[config.mk]
export PLATFORM = sky130hd
export DESIGN_NAME = adcs_ctrl
export DESIGN_NICKNAME = d
export VERILOG_FILES = /design/src/core/adcs_ctrl.v
export VERILOG_INCLUDE_DIRS = /design/src /design/src/core
export SDC_FILE = /design/constraint.sdc
export NUM_CORES = 1
export LEC_CHECK = 0
export BUFFER_PORTS_ARGS = -buffer_cell sky130_fd_sc_hd__buf_2
export CORE_ASPECT_RATIO = 1.25
export CORE_MARGIN = 8
export CORE_UTILIZATION = 55
export CTS_CLUSTER_SIZE = 14
export DETAILED_ROUTE_END_ITERATION = 7
export PLACE_DENSITY = 0.83
export SLEW_MARGIN = 0
export SYNTH_ARGS = -nofsm -noshare
export SYNTH_HDL_FRONTEND = slang
export SYNTH_SLANG_ARGS = --single-unit
[constraint.sdc]
create_clock -name core_clk_i -period 9.3 [get_ports core_clk_i]
set_input_delay 0.93 -clock core_clk_i [delete_from_list [all_inputs] [get_ports core_clk_i]]
set_output_delay 0.93 -clock core_clk_i [all_outputs]
set_load 0.01 [all_outputs]
[src/core/adcs_regs.vh]
// Constants for the converter serial control block.
// Assumes inclusion by bare name from the block's design file.
`ifndef ADCS_REGS_VH
`define ADCS_REGS_VH

// Command byte prefixes, most significant bits first
`define ADCS_CMD_CONV_BIT 7
`define ADCS_CMD_SETUP 2'b01
`define ADCS_CMD_AVG 3'b001
`define ADCS_CMD_RST 4'b0001

// Setup byte fields
`define ADCS_MODE_HI 5
`define ADCS_MODE_LO 4
`define ADCS_REF_HI 3
`define ADCS_REF_LO 2
`define ADCS_PAIR_HI 1
`define ADCS_PAIR_LO 0

// Clock modes, pairing selectors and differential reference code
`define ADCS_MODE_TRIG 2'b00
`define ADCS_MODE_EXT 2'b01
`define ADCS_MODE_INT 2'b10
`define ADCS_MODE_SCLK 2'b11
`define ADCS_PSEL_UNI 2'b10
`define ADCS_PSEL_BIP 2'b11
`define ADCS_REF_DIFF 2'b11

// Scan modes
`define ADCS_SCAN_LOW 2'b00
`define ADCS_SCAN_HIGH 2'b01
`define ADCS_SCAN_REP 2'b10
`define ADCS_SCAN_ONE 2'b11

// Reset values
`define ADCS_CONV_RST 8'h80
`define ADCS_SETUP_RST 6'h20
`define ADCS_AVG_RST 5'h00
`define ADCS_PAIR_RST 8'h00

`endif

[src/core/adcs_ctrl.v]
// Serial command port, conversion sequencer and result FIFO of a
// multichannel 12-bit converter. Assumes a host SPI master on the
// pins and an analog SAR core on the same clock that answers each
// request with one done pulse carrying its code.
`timescale 1ns/1ns
`include "adcs_regs.vh"

// Result FIFO; push and pop together are legal when full
module adcs_fifo #(
    parameter W = 16,
    parameter D = 16,
    parameter AW = 4
) (
    // Clock and reset
    input wire core_clk_i,
    input wire nrst_i,
    // Fill side
    input wire in_valid_i,
    output wire in_ready_o,
    input wire [W-1:0] in_data_i,
    // Drain side
    output wire out_valid_o,
    input wire out_ready_i,
    output wire [W-1:0] out_data_o,
    output wire [AW:0] level_o
);
    reg [W-1:0] mem [0:D-1];
    reg [AW-1:0] wr_r;
    reg [AW-1:0] rd_r;
    reg [AW:0] cnt_r;
    wire push;
    wire pop;

    assign out_valid_o = (cnt_r != 0);
    assign in_ready_o = (cnt_r != D) || out_ready_i;
    assign push = in_valid_i && in_ready_o;
    assign pop = out_valid_o && out_ready_i;
    assign out_data_o = mem[rd_r];
    assign level_o = cnt_r;

    // Pointers wrap at the depth
    always @(posedge core_clk_i) begin
        if (!nrst_i) begin
            wr_r <= {AW{1'b0}};
            rd_r <= {AW{1'b0}};
            cnt_r <= {(AW+1){1'b0}};
        end else begin
            if (push)
                wr_r <= (wr_r == D - 1) ? {AW{1'b0}} : wr_r + 1'b1;
            if (pop)
                rd_r <= (rd_r == D - 1) ? {AW{1'b0}} : rd_r + 1'b1;
            cnt_r <= cnt_r + {{AW{1'b0}}, push} - {{AW{1'b0}}, pop};
        end
    end

    // Storage
    always @(posedge core_clk_i) begin
        if (push)
            mem[wr_r] <= in_data_i;
    end
endmodule // adcs_fifo

module adcs_ctrl #(
    parameter DEPTH = 16,
    parameter AW = 4,
    parameter CNV_CH = 4'hf,
    parameter REFN_CH = 4'he
) (
    // Clock and reset
    input wire core_clk_i,
    input wire nrst_i,
    // Serial pins
    input wire sclk_i,
    input wire cs_n_i,
    input wire din_i,
    output wire dout_o,
    output wire dout_oe_o,
    // Start pin and end flag
    input wire conv_start_n_i,
    output wire eoc_n_o,
    // Analog core request
    output reg conv_req_o,
    output reg [3:0] conv_chan_o,
    output reg conv_diff_o,
    output reg conv_temp_o,
    output wire conv_avg_on_o,
    output wire [1:0] conv_navg_o,
    // Analog core answer
    input wire conv_done_i,
    input wire [11:0] conv_code_i,
    input wire conv_neg_i,
    // Status
    output wire osc_en_o,
    output wire clk_mode_hi_o,
    output wire clk_mode_lo_o,
    output wire [1:0] ref_sel_o,
    output wire [AW:0] fifo_level_o
);
    localparam S_IDLE = 3'd0;
    localparam S_PICK = 3'd1;
    localparam S_WAIT = 3'd2;
    localparam S_HOLD = 3'd3;

    // Pin synchronisers
    reg [3:0] s1_r;
    reg [3:0] s2_r;
    reg sclk_d_r;
    reg cs_d_r;
    reg cnv_d_r;
    wire sclk_s = s2_r[0];
    wire cs_s = s2_r[1];
    wire din_s = s2_r[2];
    wire cnv_s = s2_r[3];
    wire rise = sclk_s && !sclk_d_r && !cs_s;
    wire fall = !sclk_s && sclk_d_r && !cs_s;
    wire cs_fall = !cs_s && cs_d_r;
    wire cnv_fall = !cnv_s && cnv_d_r;

    // Configuration
    reg [7:0] conv_r;
    reg [5:0] setup_r;
    reg [4:0] avg_r;
    reg [7:0] uni_r;
    reg [7:0] bip_r;
    reg pair_pend_r;
    reg pair_bip_r;
    wire [1:0] mode = setup_r[`ADCS_MODE_HI:`ADCS_MODE_LO];
    wire [1:0] refs = setup_r[`ADCS_REF_HI:`ADCS_REF_LO];

    // Serial shifters
    reg [2:0] bit_cnt_r;
    reg [6:0] in_sr_r;
    reg seen_rise_r;
    reg [7:0] out_sr_r;
    reg [7:0] lo_byte_r;
    reg half_r;
    reg show_fifo_r;
    reg show_temp_r;
    wire byte_done = rise && (bit_cnt_r == 3'd7);
    wire [7:0] cmd = {in_sr_r, din_s};

    // Sequencer
    reg [2:0] st_r;
    reg [4:0] ch_r;
    reg [3:0] last_r;
    reg [4:0] rep_r;
    reg tmp_pend_r;
    reg eoc_n_r;
    reg fifo_clr_r;

    // Results
    reg [15:0] temp_r;
    reg temp_v_r;
    wire fifo_in_ready;
    wire fifo_out_valid;
    wire [15:0] fifo_head;
    reg res_v;
    reg [15:0] res_w;
    wire fetch;
    wire rd_pop;

    // Pair bit for a channel, pair 0/1 in bit 7
    function pair_of;
        input [7:0] v;
        input [3:0] ch;
        begin
            pair_of = v[3'd7 - ch[3:1]];
        end
    endfunction

    // Whether a pin serves as an analog input
    function pin_ok;
        input [3:0] ch;
        input [1:0] md;
        input [1:0] rs;
        begin
            pin_ok = !((ch == CNV_CH) && !md[1]) &&
                !((ch == REFN_CH) && (rs == `ADCS_REF_DIFF));
        end
    endfunction

    wire [3:0] ch4 = ch_r[3:0];
    wire [3:0] mate = {ch4[3:1], ~ch4[0]};
    wire ch_diff = pair_of(uni_r | bip_r, ch4);
    wire ch_use = pin_ok(ch4, mode, refs) &&
        !(ch_diff && (ch4[0] || !pin_ok(mate, mode, refs)));
    wire [4:0] ch_step = ch_r + (ch_diff ? 5'd2 : 5'd1);
    wire last_ch = (conv_r[2:1] == `ADCS_SCAN_REP) ?
        (rep_r == 5'd1) : (ch_step > {1'b0, last_r});

    assign osc_en_o = (mode != `ADCS_MODE_SCLK);
    assign clk_mode_hi_o = mode[1];
    assign clk_mode_lo_o = mode[0];
    assign ref_sel_o = refs;
    assign conv_avg_on_o = avg_r[4] && (mode != `ADCS_MODE_SCLK);
    assign conv_navg_o = avg_r[3:2];
    assign eoc_n_o = eoc_n_r || (mode == `ADCS_MODE_SCLK);
    assign dout_o = cs_s ? 1'b0 : out_sr_r[7];
    assign dout_oe_o = !cs_s;

    // Two flops on every pin before use
    always @(posedge core_clk_i) begin
        if (!nrst_i) begin
            s1_r <= 4'hf;
            s2_r <= 4'hf;
            sclk_d_r <= 1'b0;
            cs_d_r <= 1'b1;
            cnv_d_r <= 1'b1;
        end else begin
            s1_r <= {conv_start_n_i, din_i, cs_n_i, sclk_i};
            s2_r <= s1_r;
            sclk_d_r <= sclk_s;
            cs_d_r <= cs_s;
            cnv_d_r <= cnv_s;
        end
    end

    // Command shifter and decoder
    always @(posedge core_clk_i) begin
        if (!nrst_i) begin
            bit_cnt_r <= 3'd0;
            in_sr_r <= 7'h00;
            conv_r <= `ADCS_CONV_RST;
            setup_r <= `ADCS_SETUP_RST;
            avg_r <= `ADCS_AVG_RST;
            uni_r <= `ADCS_PAIR_RST;
            bip_r <= `ADCS_PAIR_RST;
            pair_pend_r <= 1'b0;
            pair_bip_r <= 1'b0;
            fifo_clr_r <= 1'b0;
        end else begin
            fifo_clr_r <= 1'b0;
            if (cs_s) begin
                bit_cnt_r <= 3'd0;
                pair_pend_r <= 1'b0;
            end else if (rise) begin
                bit_cnt_r <= bit_cnt_r + 3'd1;
                in_sr_r <= {in_sr_r[5:0], din_s};
            end
            if (byte_done && pair_pend_r) begin
                pair_pend_r <= 1'b0;
                if (pair_bip_r)
                    bip_r <= cmd;
                else
                    uni_r <= cmd;
            end else if (byte_done) begin
                if (cmd[`ADCS_CMD_CONV_BIT]) begin
                    conv_r <= cmd;
                end else if (cmd[7:6] == `ADCS_CMD_SETUP) begin
                    setup_r <= cmd[5:0];
                    pair_pend_r <= cmd[`ADCS_PAIR_HI];
                    pair_bip_r <= cmd[`ADCS_PAIR_LO];
                end else if (cmd[7:5] == `ADCS_CMD_AVG) begin
                    avg_r <= cmd[4:0];
                end else if (cmd[7:4] == `ADCS_CMD_RST) begin
                    fifo_clr_r <= 1'b1;
                    if (!cmd[3]) begin
                        conv_r <= `ADCS_CONV_RST;
                        setup_r <= `ADCS_SETUP_RST;
                        avg_r <= `ADCS_AVG_RST;
                        uni_r <= `ADCS_PAIR_RST;
                        bip_r <= `ADCS_PAIR_RST;
                    end
                end
            end
        end
    end

    // Start of a sequence from a command or the start pin
    wire cmd_go = byte_done && !pair_pend_r && cmd[`ADCS_CMD_CONV_BIT] &&
        mode[1];
    wire pin_go = cnv_fall && !mode[1];

    // Conversion sequencer
    always @(posedge core_clk_i) begin
        if (!nrst_i) begin
            st_r <= S_IDLE;
            ch_r <= 5'd0;
            last_r <= 4'd0;
            rep_r <= 5'd1;
            tmp_pend_r <= 1'b0;
            conv_req_o <= 1'b0;
            conv_chan_o <= 4'd0;
            conv_diff_o <= 1'b0;
            conv_temp_o <= 1'b0;
            eoc_n_r <= 1'b1;
        end else begin
            conv_req_o <= 1'b0;
            if (cs_fall || cnv_fall || mode == `ADCS_MODE_SCLK)
                eoc_n_r <= 1'b1;
            case (st_r)
            S_IDLE: begin
                if ((cmd_go || pin_go) && !fifo_clr_r) begin
                    tmp_pend_r <= byte_done ? cmd[0] : conv_r[0];
                    st_r <= S_PICK;
                    case (mode == `ADCS_MODE_SCLK ? `ADCS_SCAN_ONE :
                          conv_r[2:1])
                    `ADCS_SCAN_LOW: begin
                        ch_r <= 5'd0;
                        last_r <= conv_r[6:3];
                    end
                    `ADCS_SCAN_HIGH: begin
                        ch_r <= {1'b0, conv_r[6:3]};
                        last_r <= 4'hf;
                    end
                    `ADCS_SCAN_REP: begin
                        ch_r <= {1'b0, conv_r[6:3]};
                        last_r <= conv_r[6:3];
                        rep_r <= {avg_r[1:0], 3'd0} + 5'd4;
                    end
                    default: begin
                        ch_r <= {1'b0, conv_r[6:3]};
                        last_r <= conv_r[6:3];
                        rep_r <= 5'd1;
                    end
                    endcase
                    if (cmd_go) begin
                        ch_r <= {1'b0, cmd[6:3]};
                        last_r <= cmd[6:3];
                        if (mode == `ADCS_MODE_INT) begin
                            if (cmd[2:1] == `ADCS_SCAN_LOW)
                                ch_r <= 5'd0;
                            if (cmd[2:1] == `ADCS_SCAN_HIGH)
                                last_r <= 4'hf;
                            rep_r <= (cmd[2:1] == `ADCS_SCAN_REP) ?
                                {avg_r[1:0], 3'd0} + 5'd4 : 5'd1;
                        end else begin
                            rep_r <= 5'd1;
                        end
                    end
                end
            end
            S_PICK: begin
                if (tmp_pend_r) begin
                    conv_req_o <= 1'b1;
                    conv_temp_o <= 1'b1;
                    conv_diff_o <= 1'b0;
                    st_r <= S_WAIT;
                end else if (ch_r[4] || ch4 > last_r) begin
                    eoc_n_r <= (mode == `ADCS_MODE_SCLK);
                    st_r <= S_IDLE;
                end else if (ch_use) begin
                    conv_req_o <= 1'b1;
                    conv_temp_o <= 1'b0;
                    conv_chan_o <= ch4;
                    conv_diff_o <= ch_diff;
                    st_r <= S_WAIT;
                end else begin
                    ch_r <= ch_step;
                end
            end
            S_WAIT: begin
                if (conv_done_i && (fifo_in_ready || conv_temp_o)) begin
                    if (conv_temp_o) begin
                        tmp_pend_r <= 1'b0;
                    end else if (last_ch) begin
                        ch_r <= 5'h10;
                    end else if (conv_r[2:1] == `ADCS_SCAN_REP &&
                                 mode != `ADCS_MODE_SCLK) begin
                        rep_r <= rep_r - 5'd1;
                    end else begin
                        ch_r <= ch_step;
                    end
                    if (mode == `ADCS_MODE_EXT) begin
                        eoc_n_r <= 1'b0;
                        st_r <= S_HOLD;
                    end else begin
                        st_r <= S_PICK;
                    end
                end
            end
            S_HOLD: begin
                if (cnv_fall)
                    st_r <= S_PICK;
                else if (!tmp_pend_r && (ch_r[4] || ch4 > last_r))
                    st_r <= S_IDLE;
            end
            default: st_r <= S_IDLE;
            endcase
        end
    end

    // Result coding into a two-byte word
    always @* begin
        res_v = conv_done_i && (st_r == S_WAIT) && !conv_temp_o;
        if (conv_neg_i && !pair_of(bip_r, conv_chan_o))
            res_w = 16'h0000;
        else if (conv_diff_o && pair_of(bip_r, conv_chan_o))
            res_w = {4'h0, ~conv_code_i[11], conv_code_i[10:0]};
        else
            res_w = {4'h0, conv_code_i};
    end

    // High byte shown at a word boundary; word leaves once its high byte is clocked out
    assign fetch = !half_r && (cs_fall ||
        (fall && seen_rise_r && bit_cnt_r == 3'd0));
    assign rd_pop = byte_done && !half_r && show_fifo_r;

    // Output shifter and temperature slot
    always @(posedge core_clk_i) begin
        if (!nrst_i) begin
            out_sr_r <= 8'h00;
            lo_byte_r <= 8'h00;
            half_r <= 1'b0;
            show_fifo_r <= 1'b0;
            show_temp_r <= 1'b0;
            seen_rise_r <= 1'b0;
            temp_r <= 16'h0000;
            temp_v_r <= 1'b0;
        end else begin
            if (cs_fall)
                seen_rise_r <= 1'b0;
            else if (rise)
                seen_rise_r <= 1'b1;
            if (fifo_clr_r) begin
                half_r <= 1'b0;
                show_fifo_r <= 1'b0;
                show_temp_r <= 1'b0;
            end else if (byte_done &&
                         (half_r || show_fifo_r || show_temp_r)) begin
                half_r <= !half_r;
            end
            if (fetch) begin
                show_temp_r <= temp_v_r;
                show_fifo_r <= !temp_v_r && fifo_out_valid;
                if (temp_v_r) begin
                    out_sr_r <= temp_r[15:8];
                    lo_byte_r <= temp_r[7:0];
                end else if (fifo_out_valid) begin
                    out_sr_r <= fifo_head[15:8];
                    lo_byte_r <= fifo_head[7:0];
                end else begin
                    out_sr_r <= 8'h00;
                    lo_byte_r <= 8'h00;
                end
            end else if (cs_fall ||
                         (fall && seen_rise_r && bit_cnt_r == 3'd0)) begin
                out_sr_r <= lo_byte_r;
            end else if (fall && seen_rise_r) begin
                out_sr_r <= {out_sr_r[6:0], 1'b0};
            end
            if ((byte_done && !half_r && show_temp_r) || fifo_clr_r)
                temp_v_r <= 1'b0;
            if (conv_done_i && st_r == S_WAIT && conv_temp_o) begin
                temp_r <= {4'h0, conv_code_i};
                temp_v_r <= 1'b1;
            end
        end
    end

    // Full FIFO drops its oldest word to take the newest
    adcs_fifo #(
        .W(16),
        .D(DEPTH),
        .AW(AW)
    ) u_fifo (
        .core_clk_i(core_clk_i),
        .nrst_i(nrst_i && !fifo_clr_r),
        .in_valid_i(res_v),
        .in_ready_o(fifo_in_ready),
        .in_data_i(res_w),
        .out_valid_o(fifo_out_valid),
        .out_ready_i(rd_pop || (res_v && fifo_level_o == DEPTH)),
        .out_data_o(fifo_head),
        .level_o(fifo_level_o)
    );
endmodule // adcs_ctrl

[Word-level counts from Yosys, hierarchy flattened]
Memories as Yosys holds them, arrays and structs flattened. A register that Yosys moved wholly into a read port is not among the register bits.
Index checks and enable logic that the tools add are counted.
Word-level totals
  output and inout bits: 23
  memory bits (writable): 192
  register bits: 130
  word-level logic and storage cells: 335
  input bits: 20
  memories kept: 1
Memory list
  u_fifo.mem: words 16, bits a word 12, read ports 1, clocked after memory_dff 1, wr ports 1, RTL line adcs_ctrl.v:27  | reg [W-1:0] mem [0:D-1];
Operators by class
  mux-type cells: 111
  bitwise operators: 11
  order comparisons: 4
  add/subtract/negate cells: 10
  reduce and logical (&&, ||, !) cells: 110
  eq/ne operators: 52
Operator list (number)
  2-to-1 mux 8 bit: 17
  2-to-1 mux 5 bit: 20
  2-to-1 mux 4 bit: 11
  logical AND 1 bit: 42
  != test 2 bit, second input constant: 18
  2-to-1 mux 7 bit: 5
  2-to-1 mux 1 bit: 34
  == test 4 bit, second input constant: 6
  2-to-1 mux 12 bit: 2
  2-to-1 mux 6 bit: 4
  2-to-1 mux 3 bit: 7
  AND reduction 7 bit: 3
  one-hot mux 5 bit (2 select lines): 2
  logical NOT 1 bit: 18
  AND reduction 6 bit: 3
  nonzero test 2 bit: 9
  AND reduction 4 bit: 4
  one-hot mux 5 bit (3 select lines): 1
  logical OR 1 bit: 13
  == test 2 bit, second input constant: 6
  one-hot mux 3 bit (4 select lines): 1
  != test 2 x 1 -> 1 bit, second input constant: 5
  NOT 1 bit: 10
  OR reduction 2 bit: 5
  33 further kinds: 52

[Logic depth before layout (Yosys ltp)]
  word-level depth: 14
  depth in mapped cells: 17

[Cells and area by module]
Synthesis repeated with hierarchy kept, for this count alone.
Second synthesis, totals
  cells, all modules: 1200
  area, all modules: 16364.4 µm²
Modules (own cells, without submodules)
  adcs_fifo: area each 10585.2 µm², instances 1, cells an instance 503, sequential area each 8027.7 µm²
  adcs_ctrl: area each 5779.3 µm², instances 1, cells an instance 697, sequential area each 2282.2 µm²

[Least setup slack after synthesis]
Ideal clock, no wire load.
  kind: input port to flip-flop
  start point: input port conv_done_i
  end point: register u_fifo.cnt_r[4], in the netlist u_fifo.level_o[4]
  arrival time: 3.207 ns
  slack: 5.965 ns
  stages: 15
  path through: and3b_1 -> clkbuf_1 -> nand4_1 -> a21oi_1 -> ha_1 -> inv_1 -> ha_1 -> inv_1 -> fa_1 -> inv_1 -> a21oi_1 -> nor2_1 -> nor2_1 -> xnor2_1 -> nor2_1
Between the ends
  word-level cells in the longest chain between the ends: 8
  elaborated cells between the ends (all ways): 9
  those cells by class: 2 x add/sub; 7 x reduce/logical
RTL lines
  from (decl): RTL line adcs_ctrl.v:89  | input wire conv_done_i,
  logical AND 1 bit (*) (2 in series): RTL line adcs_ctrl.v:385  | res_v = conv_done_i && (st_r == S_WAIT) && !conv_temp_o;
  logical AND 1 bit: RTL line adcs_ctrl.v:463  | .out_ready_i(rd_pop || (res_v && fifo_level_o == DEPTH)),
  logical OR 1 bit: RTL line adcs_ctrl.v:463
  logical OR 1 bit: RTL line adcs_ctrl.v:35  | assign in_ready_o = (cnt_r != D) || out_ready_i;
  logical AND 1 bit (*): RTL line adcs_ctrl.v:36  | assign push = in_valid_i && in_ready_o;
  net u_fifo.push: RTL line adcs_ctrl.v:31  | wire push;
  adder 5 x 1 -> 5 bit (*): RTL line adcs_ctrl.v:52  | cnt_r <= cnt_r + {{AW{1'b0}}, push} - {{AW{1'b0}}, pop};
  subtractor 5 x 1 -> 5 bit (*): RTL line adcs_ctrl.v:52
  to (signal assigned): RTL line adcs_ctrl.v:46  | cnt_r <= {(AW+1){1'b0}};
  to (signal assigned): RTL line adcs_ctrl.v:52
  to (decl): RTL line adcs_ctrl.v:30  | reg [AW:0] cnt_r;
The timed path passes the listed nets; every way through them passes the cells marked *.
A chain may end at the register's enable or synchronous reset.

[Worst setup path after layout]
  start point: register ch_r[1]
  end point: register ch_r[0]
Between the ends
  word-level cells in the longest chain between the ends: 11
  elaborated cells between the ends (all ways): 40
  those cells by class: 2 x add/sub; 2 x order compare; 7 x eq/ne; 12 x mux; 17 x reduce/logical
RTL lines
  from (decl): RTL line adcs_ctrl.v:144  | reg [4:0] ch_r;
  from (signal assigned): RTL line adcs_ctrl.v:303  | ch_r <= {1'b0, conv_r[6:3]};
  from (signal assigned): RTL line adcs_ctrl.v:307  | ch_r <= {1'b0, conv_r[6:3]};
  from (signal assigned): RTL line adcs_ctrl.v:312  | ch_r <= {1'b0, conv_r[6:3]};
  subtractor 3 bit, or another cell as far along: RTL line adcs_ctrl.v:167  | pair_of = v[3'd7 - ch[3:1]];
  binary-select mux 1 bit (select 3 bit), or another cell as far along: RTL line adcs_ctrl.v:167
  2-to-1 mux 1 bit (implied by the code), or another cell as far along: RTL line adcs_ctrl.v:167
  2-to-1 mux 2 bit / logical AND 1 bit (equally long branches): RTL line adcs_ctrl.v:187, adcs_ctrl.v:177
  adder 5 x 2 -> 5 bit / logical NOT 1 bit (equally long branches): RTL line adcs_ctrl.v:187, adcs_ctrl.v:186
  > comparator 5 x 4 -> 1 bit / logical OR 1 bit (equally long branches): RTL line adcs_ctrl.v:189, adcs_ctrl.v:186
  2-to-1 mux 1 bit / logical AND 1 bit (equally long branches): RTL line adcs_ctrl.v:188, adcs_ctrl.v:186
  2-to-1 mux 5 bit / logical NOT 1 bit (equally long branches): RTL line adcs_ctrl.v:356, adcs_ctrl.v:186
  2-to-1 mux 5 bit / logical AND 1 bit (equally long branches): RTL line adcs_ctrl.v:354, adcs_ctrl.v:185
  2-to-1 mux 5 bit / != test 2 bit (equally long branches)
  one-hot mux 5 bit (3 select lines) / AND reduction 8 bit (equally long branches)
Several ways; a longest one is shown, not always the timed one. The select of a mux whose other input is x is not followed.

==> impl_metrics.env <==
export IMPL_status="complete, no violations"
export IMPL_area_growth_pct=9.47
export IMPL_port_buffers=42
export IMPL_p_sw_share_pct=20.0
export IMPL_finalSetupViolations=0
export IMPL_num_rows=65
export IMPL_seqPwrFrac_pct=56.4
export IMPL_critPathKind="flop to flop"
export IMPL_async_flop_share_pct=0
export IMPL_drive_gt1_share_pct=14.7
export IMPL_hold_violations=0
export IMPL_overflow=0
export IMPL_p_int_mw=2.15
export IMPL_grt_pass1_vias=9314
export IMPL_io_pins=43
export IMPL_arrival_ns=4.17
export IMPL_cts_tree="yes"
export IMPL_setup_tns_ns=0
export IMPL_cts_resized=0
export IMPL_vias=9133
export IMPL_grt_max_degree=58
export IMPL_ys_warnings_count=0
export IMPL_yosysSeqAreaShare_pct=60.2
export IMPL_synth_main_ff_cell="edfxtp_1"
export IMPL_startpoint_type="flop"
export IMPL_ctsHtreeMaxLevel=1
export IMPL_p_sw_mw=0.538
export IMPL_final_antenna_net_count=0
export IMPL_dieArea_um2=30700
export IMPL_dpl_hpwl_um=21000
export IMPL_worstMarginPinSlew_ns=1.27
export IMPL_final_cell_mix="edfxtp_1, dfxtp_1, nand2_1"
export IMPL_syn_area_um2=13900
export IMPL_clock_latency_ns=0.55
export IMPL_whs_path_depth=1
export IMPL_grt_pass1_wl_um=49100
export IMPL_grt_usage_pct=20.0
export IMPL_p_leak_nw=5.02
export IMPL_r2r_cells=15
export IMPL_synth_edff_count=192
export IMPL_nNetsFinal=1184
export IMPL_drv_cap=0
export IMPL_antenna_found_initial=0
export IMPL_cts_sinks=323
export IMPL_end_kind="flop"
export IMPL_hold_ws_ns=0.410
export IMPL_crit_fanout=19
export IMPL_finClkSkew_ns=0.0187
export IMPL_chipWidth_um=158
export IMPL_final_util_pct=60.9
export IMPL_crit_required_ns=9.72
export IMPL_final_common_cell="edfxtp_1"
export IMPL_root_buffer="clkbuf_16"
export IMPL_place_congestion=0.864
export IMPL_vias_per_cell=6.13
export IMPL_rsz0062_at_grt="no"
export IMPL_cts_setup_buffers=0
export IMPL_cellPowerDensity_nw_per_um2=177
export IMPL_synthesis_nets=1171
export IMPL_avgSynthCellArea_um2=12.4
export IMPL_hp_class="flop to flop"
export IMPL_clkPwrFrac_pct=42.0
export IMPL_cts_hold_fix_buffers=0
export IMPL_diodes=0
export IMPL_cts_buffers=30
export IMPL_finalCritPeriodShare_pct=40.3
export IMPL_drt_wl_total_um=30600
export IMPL_relSlewSlack_pct=14.8
export IMPL_drc=0
export IMPL_cts_max_path_buffers=3
export IMPL_core_area_um2=25000
export IMPL_syn_inst=1120
export IMPL_wl_per_cell_um=20.6
export IMPL_ir_drop_v=0.000164
export IMPL_initialDrtViolationCount=648
export IMPL_die_h_um=194
export IMPL_fmax_mhz=267
export IMPL_dr_pass1_iters=5
export IMPL_fin_crit_ns=3.75
export IMPL_path_clk_slew_ns=0.07
export IMPL_final_max_slew_violation_count=0
export IMPL_power_frac_comb_pct=1.6
export IMPL_ys_types=73
export IMPL_synth_seq_cells=323
export IMPL_start_util_pct=55.6
[routing by layer]
| metal | vias to the layer above | track usage (%) | wire length [µm] | part of all wire (%) |
|---|---|---|---|---|
| met5 | - | 0 | 0 | 0 |
| met4 | 0 | 7.35 | 1000 | 3.3 |
| met3 | 81 | 3.01 | 1730 | 5.6 |
| met2 | 325 | 36.4 | 16300 | 53 |
| met1 | 4556 | 23.1 | 11600 | 38 |
| li1 | 4171 | - | - | - |
[sequential cells by signal, indices dropped and copies added (netlist names), 7 cells and up, named ones only]
register    count
temp_r         12
u_fifo.mem    192
lo_byte_r       8
conv_r          7
in_sr_r         7
uni_r           8
out_sr_r        8
bip_r           8
[path summary, 6_finish.rpt]
kind | start | end | slack (ns)
hold / removal | s1_r[2]$_SDFF_PN1_ | s2_r[2]$_SDFF_PN1_ | 0.41
setup / recovery | ch_r[1]$_SDFFE_PN0P_ | ch_r[0]$_SDFFE_PN0P_ | 5.55
setup reg to reg | ch_r[1]$_SDFFE_PN0P_ | ch_r[0]$_SDFFE_PN0P_ | 5.55
hold reg to reg | s1_r[2]$_SDFF_PN1_ | s2_r[2]$_SDFF_PN1_ | 0.41
[cells by family (layout without fill, tap and decap cells)]
family	after synthesis	count (layout)	synth area share [%]
xor gates and xnor gates	13	13	0.817
and+or+nand+nor	363	363	13.0
adders and majority gates	31	31	2.89
AOI/OAI and AO/OA	200	200	9.66
muxes	79	79	10.2
DFF	323	323	60.2
buffers and inverters	111	146	3.24
[Yosys cell counts (all sizes together), types with 17 or more instances]
| master | n | share of area, % |
|---|---|---|
| edfxtp | 192 | 41 |
| mux2i | 23 | 1.7 |
| and2 | 17 | 0.76 |
| mux4 | 50 | 8.1 |
| nor2 | 92 | 2.5 |
| nand3 | 28 | 1.0 |
| nor2b | 18 | 0.81 |
| inv | 42 | 1.1 |
| nand2b | 19 | 0.85 |
| o21ai | 26 | 0.96 |
| clkbuf | 49 | 1.3 |
| nand2 | 119 | 3.2 |
| a21oi | 62 | 2.2 |
| ha | 29 | 2.6 |
| dfxtp | 131 | 19 |
| buf | 19 | 0.75 |
| a22oi | 29 | 1.6 |
[layout make-up]
type | instances | area, µm²
Clock buffer | 35 | 791
Clock inverter | 19 | 111
Timing Repair Buffer | 49 | 263
Sequential cell | 323 | 8390
Inverter | 43 | 161
Fill cell | 1903 | 9800
Multi-Input combinational cell | 686 | 5110
Tap cell | 335 | 419
[per-stage QoR]
step | cell area (µm²) | setup slack (ns) | total power [mW] | std cells
after detailed placement | 14400 | 5.54 | 1.59 | 1436
final | 15300 | 5.55 | 2.69 | 1490
after CTS | 15300 | 5.58 | 2.71 | 1490
after global placement | 14400 | 5.65 | 1.59 | 1436
after global routing | 15300 | 5.15 | 2.77 | 1490
after floorplan | 13900 | 5.96 | 1.58 | 1120
[critical path, stage by stage (launching register included)]
cell      delay [ns]
dfxtp_1         0.69
nor4bb_1        0.36
nor4_1          0.12
mux2i_1         0.39
inv_1           0.09
ha_1            0.30
o211a_1         0.12
o21a_1          0.16
mux2i_1         0.23
ha_1            0.31
nand4_1         0.10
nand2_1         0.06
a21oi_1         0.19
o21ai_0         0.17
a41oi_1         0.24
mux2i_1         0.09
[power by group through the flow]
stage	sequential [mW]	clock [mW]	combinational (mW)
floorplan	1.55	0	0.0262
global placement	1.55	0	0.0399
detailed placement	1.55	0	0.0421
CTS	1.52	1.15	0.0425
global route	1.52	1.21	0.0462
finish	1.52	1.13	0.0428
Note: power is estimated with default switching activity, not from simulation.
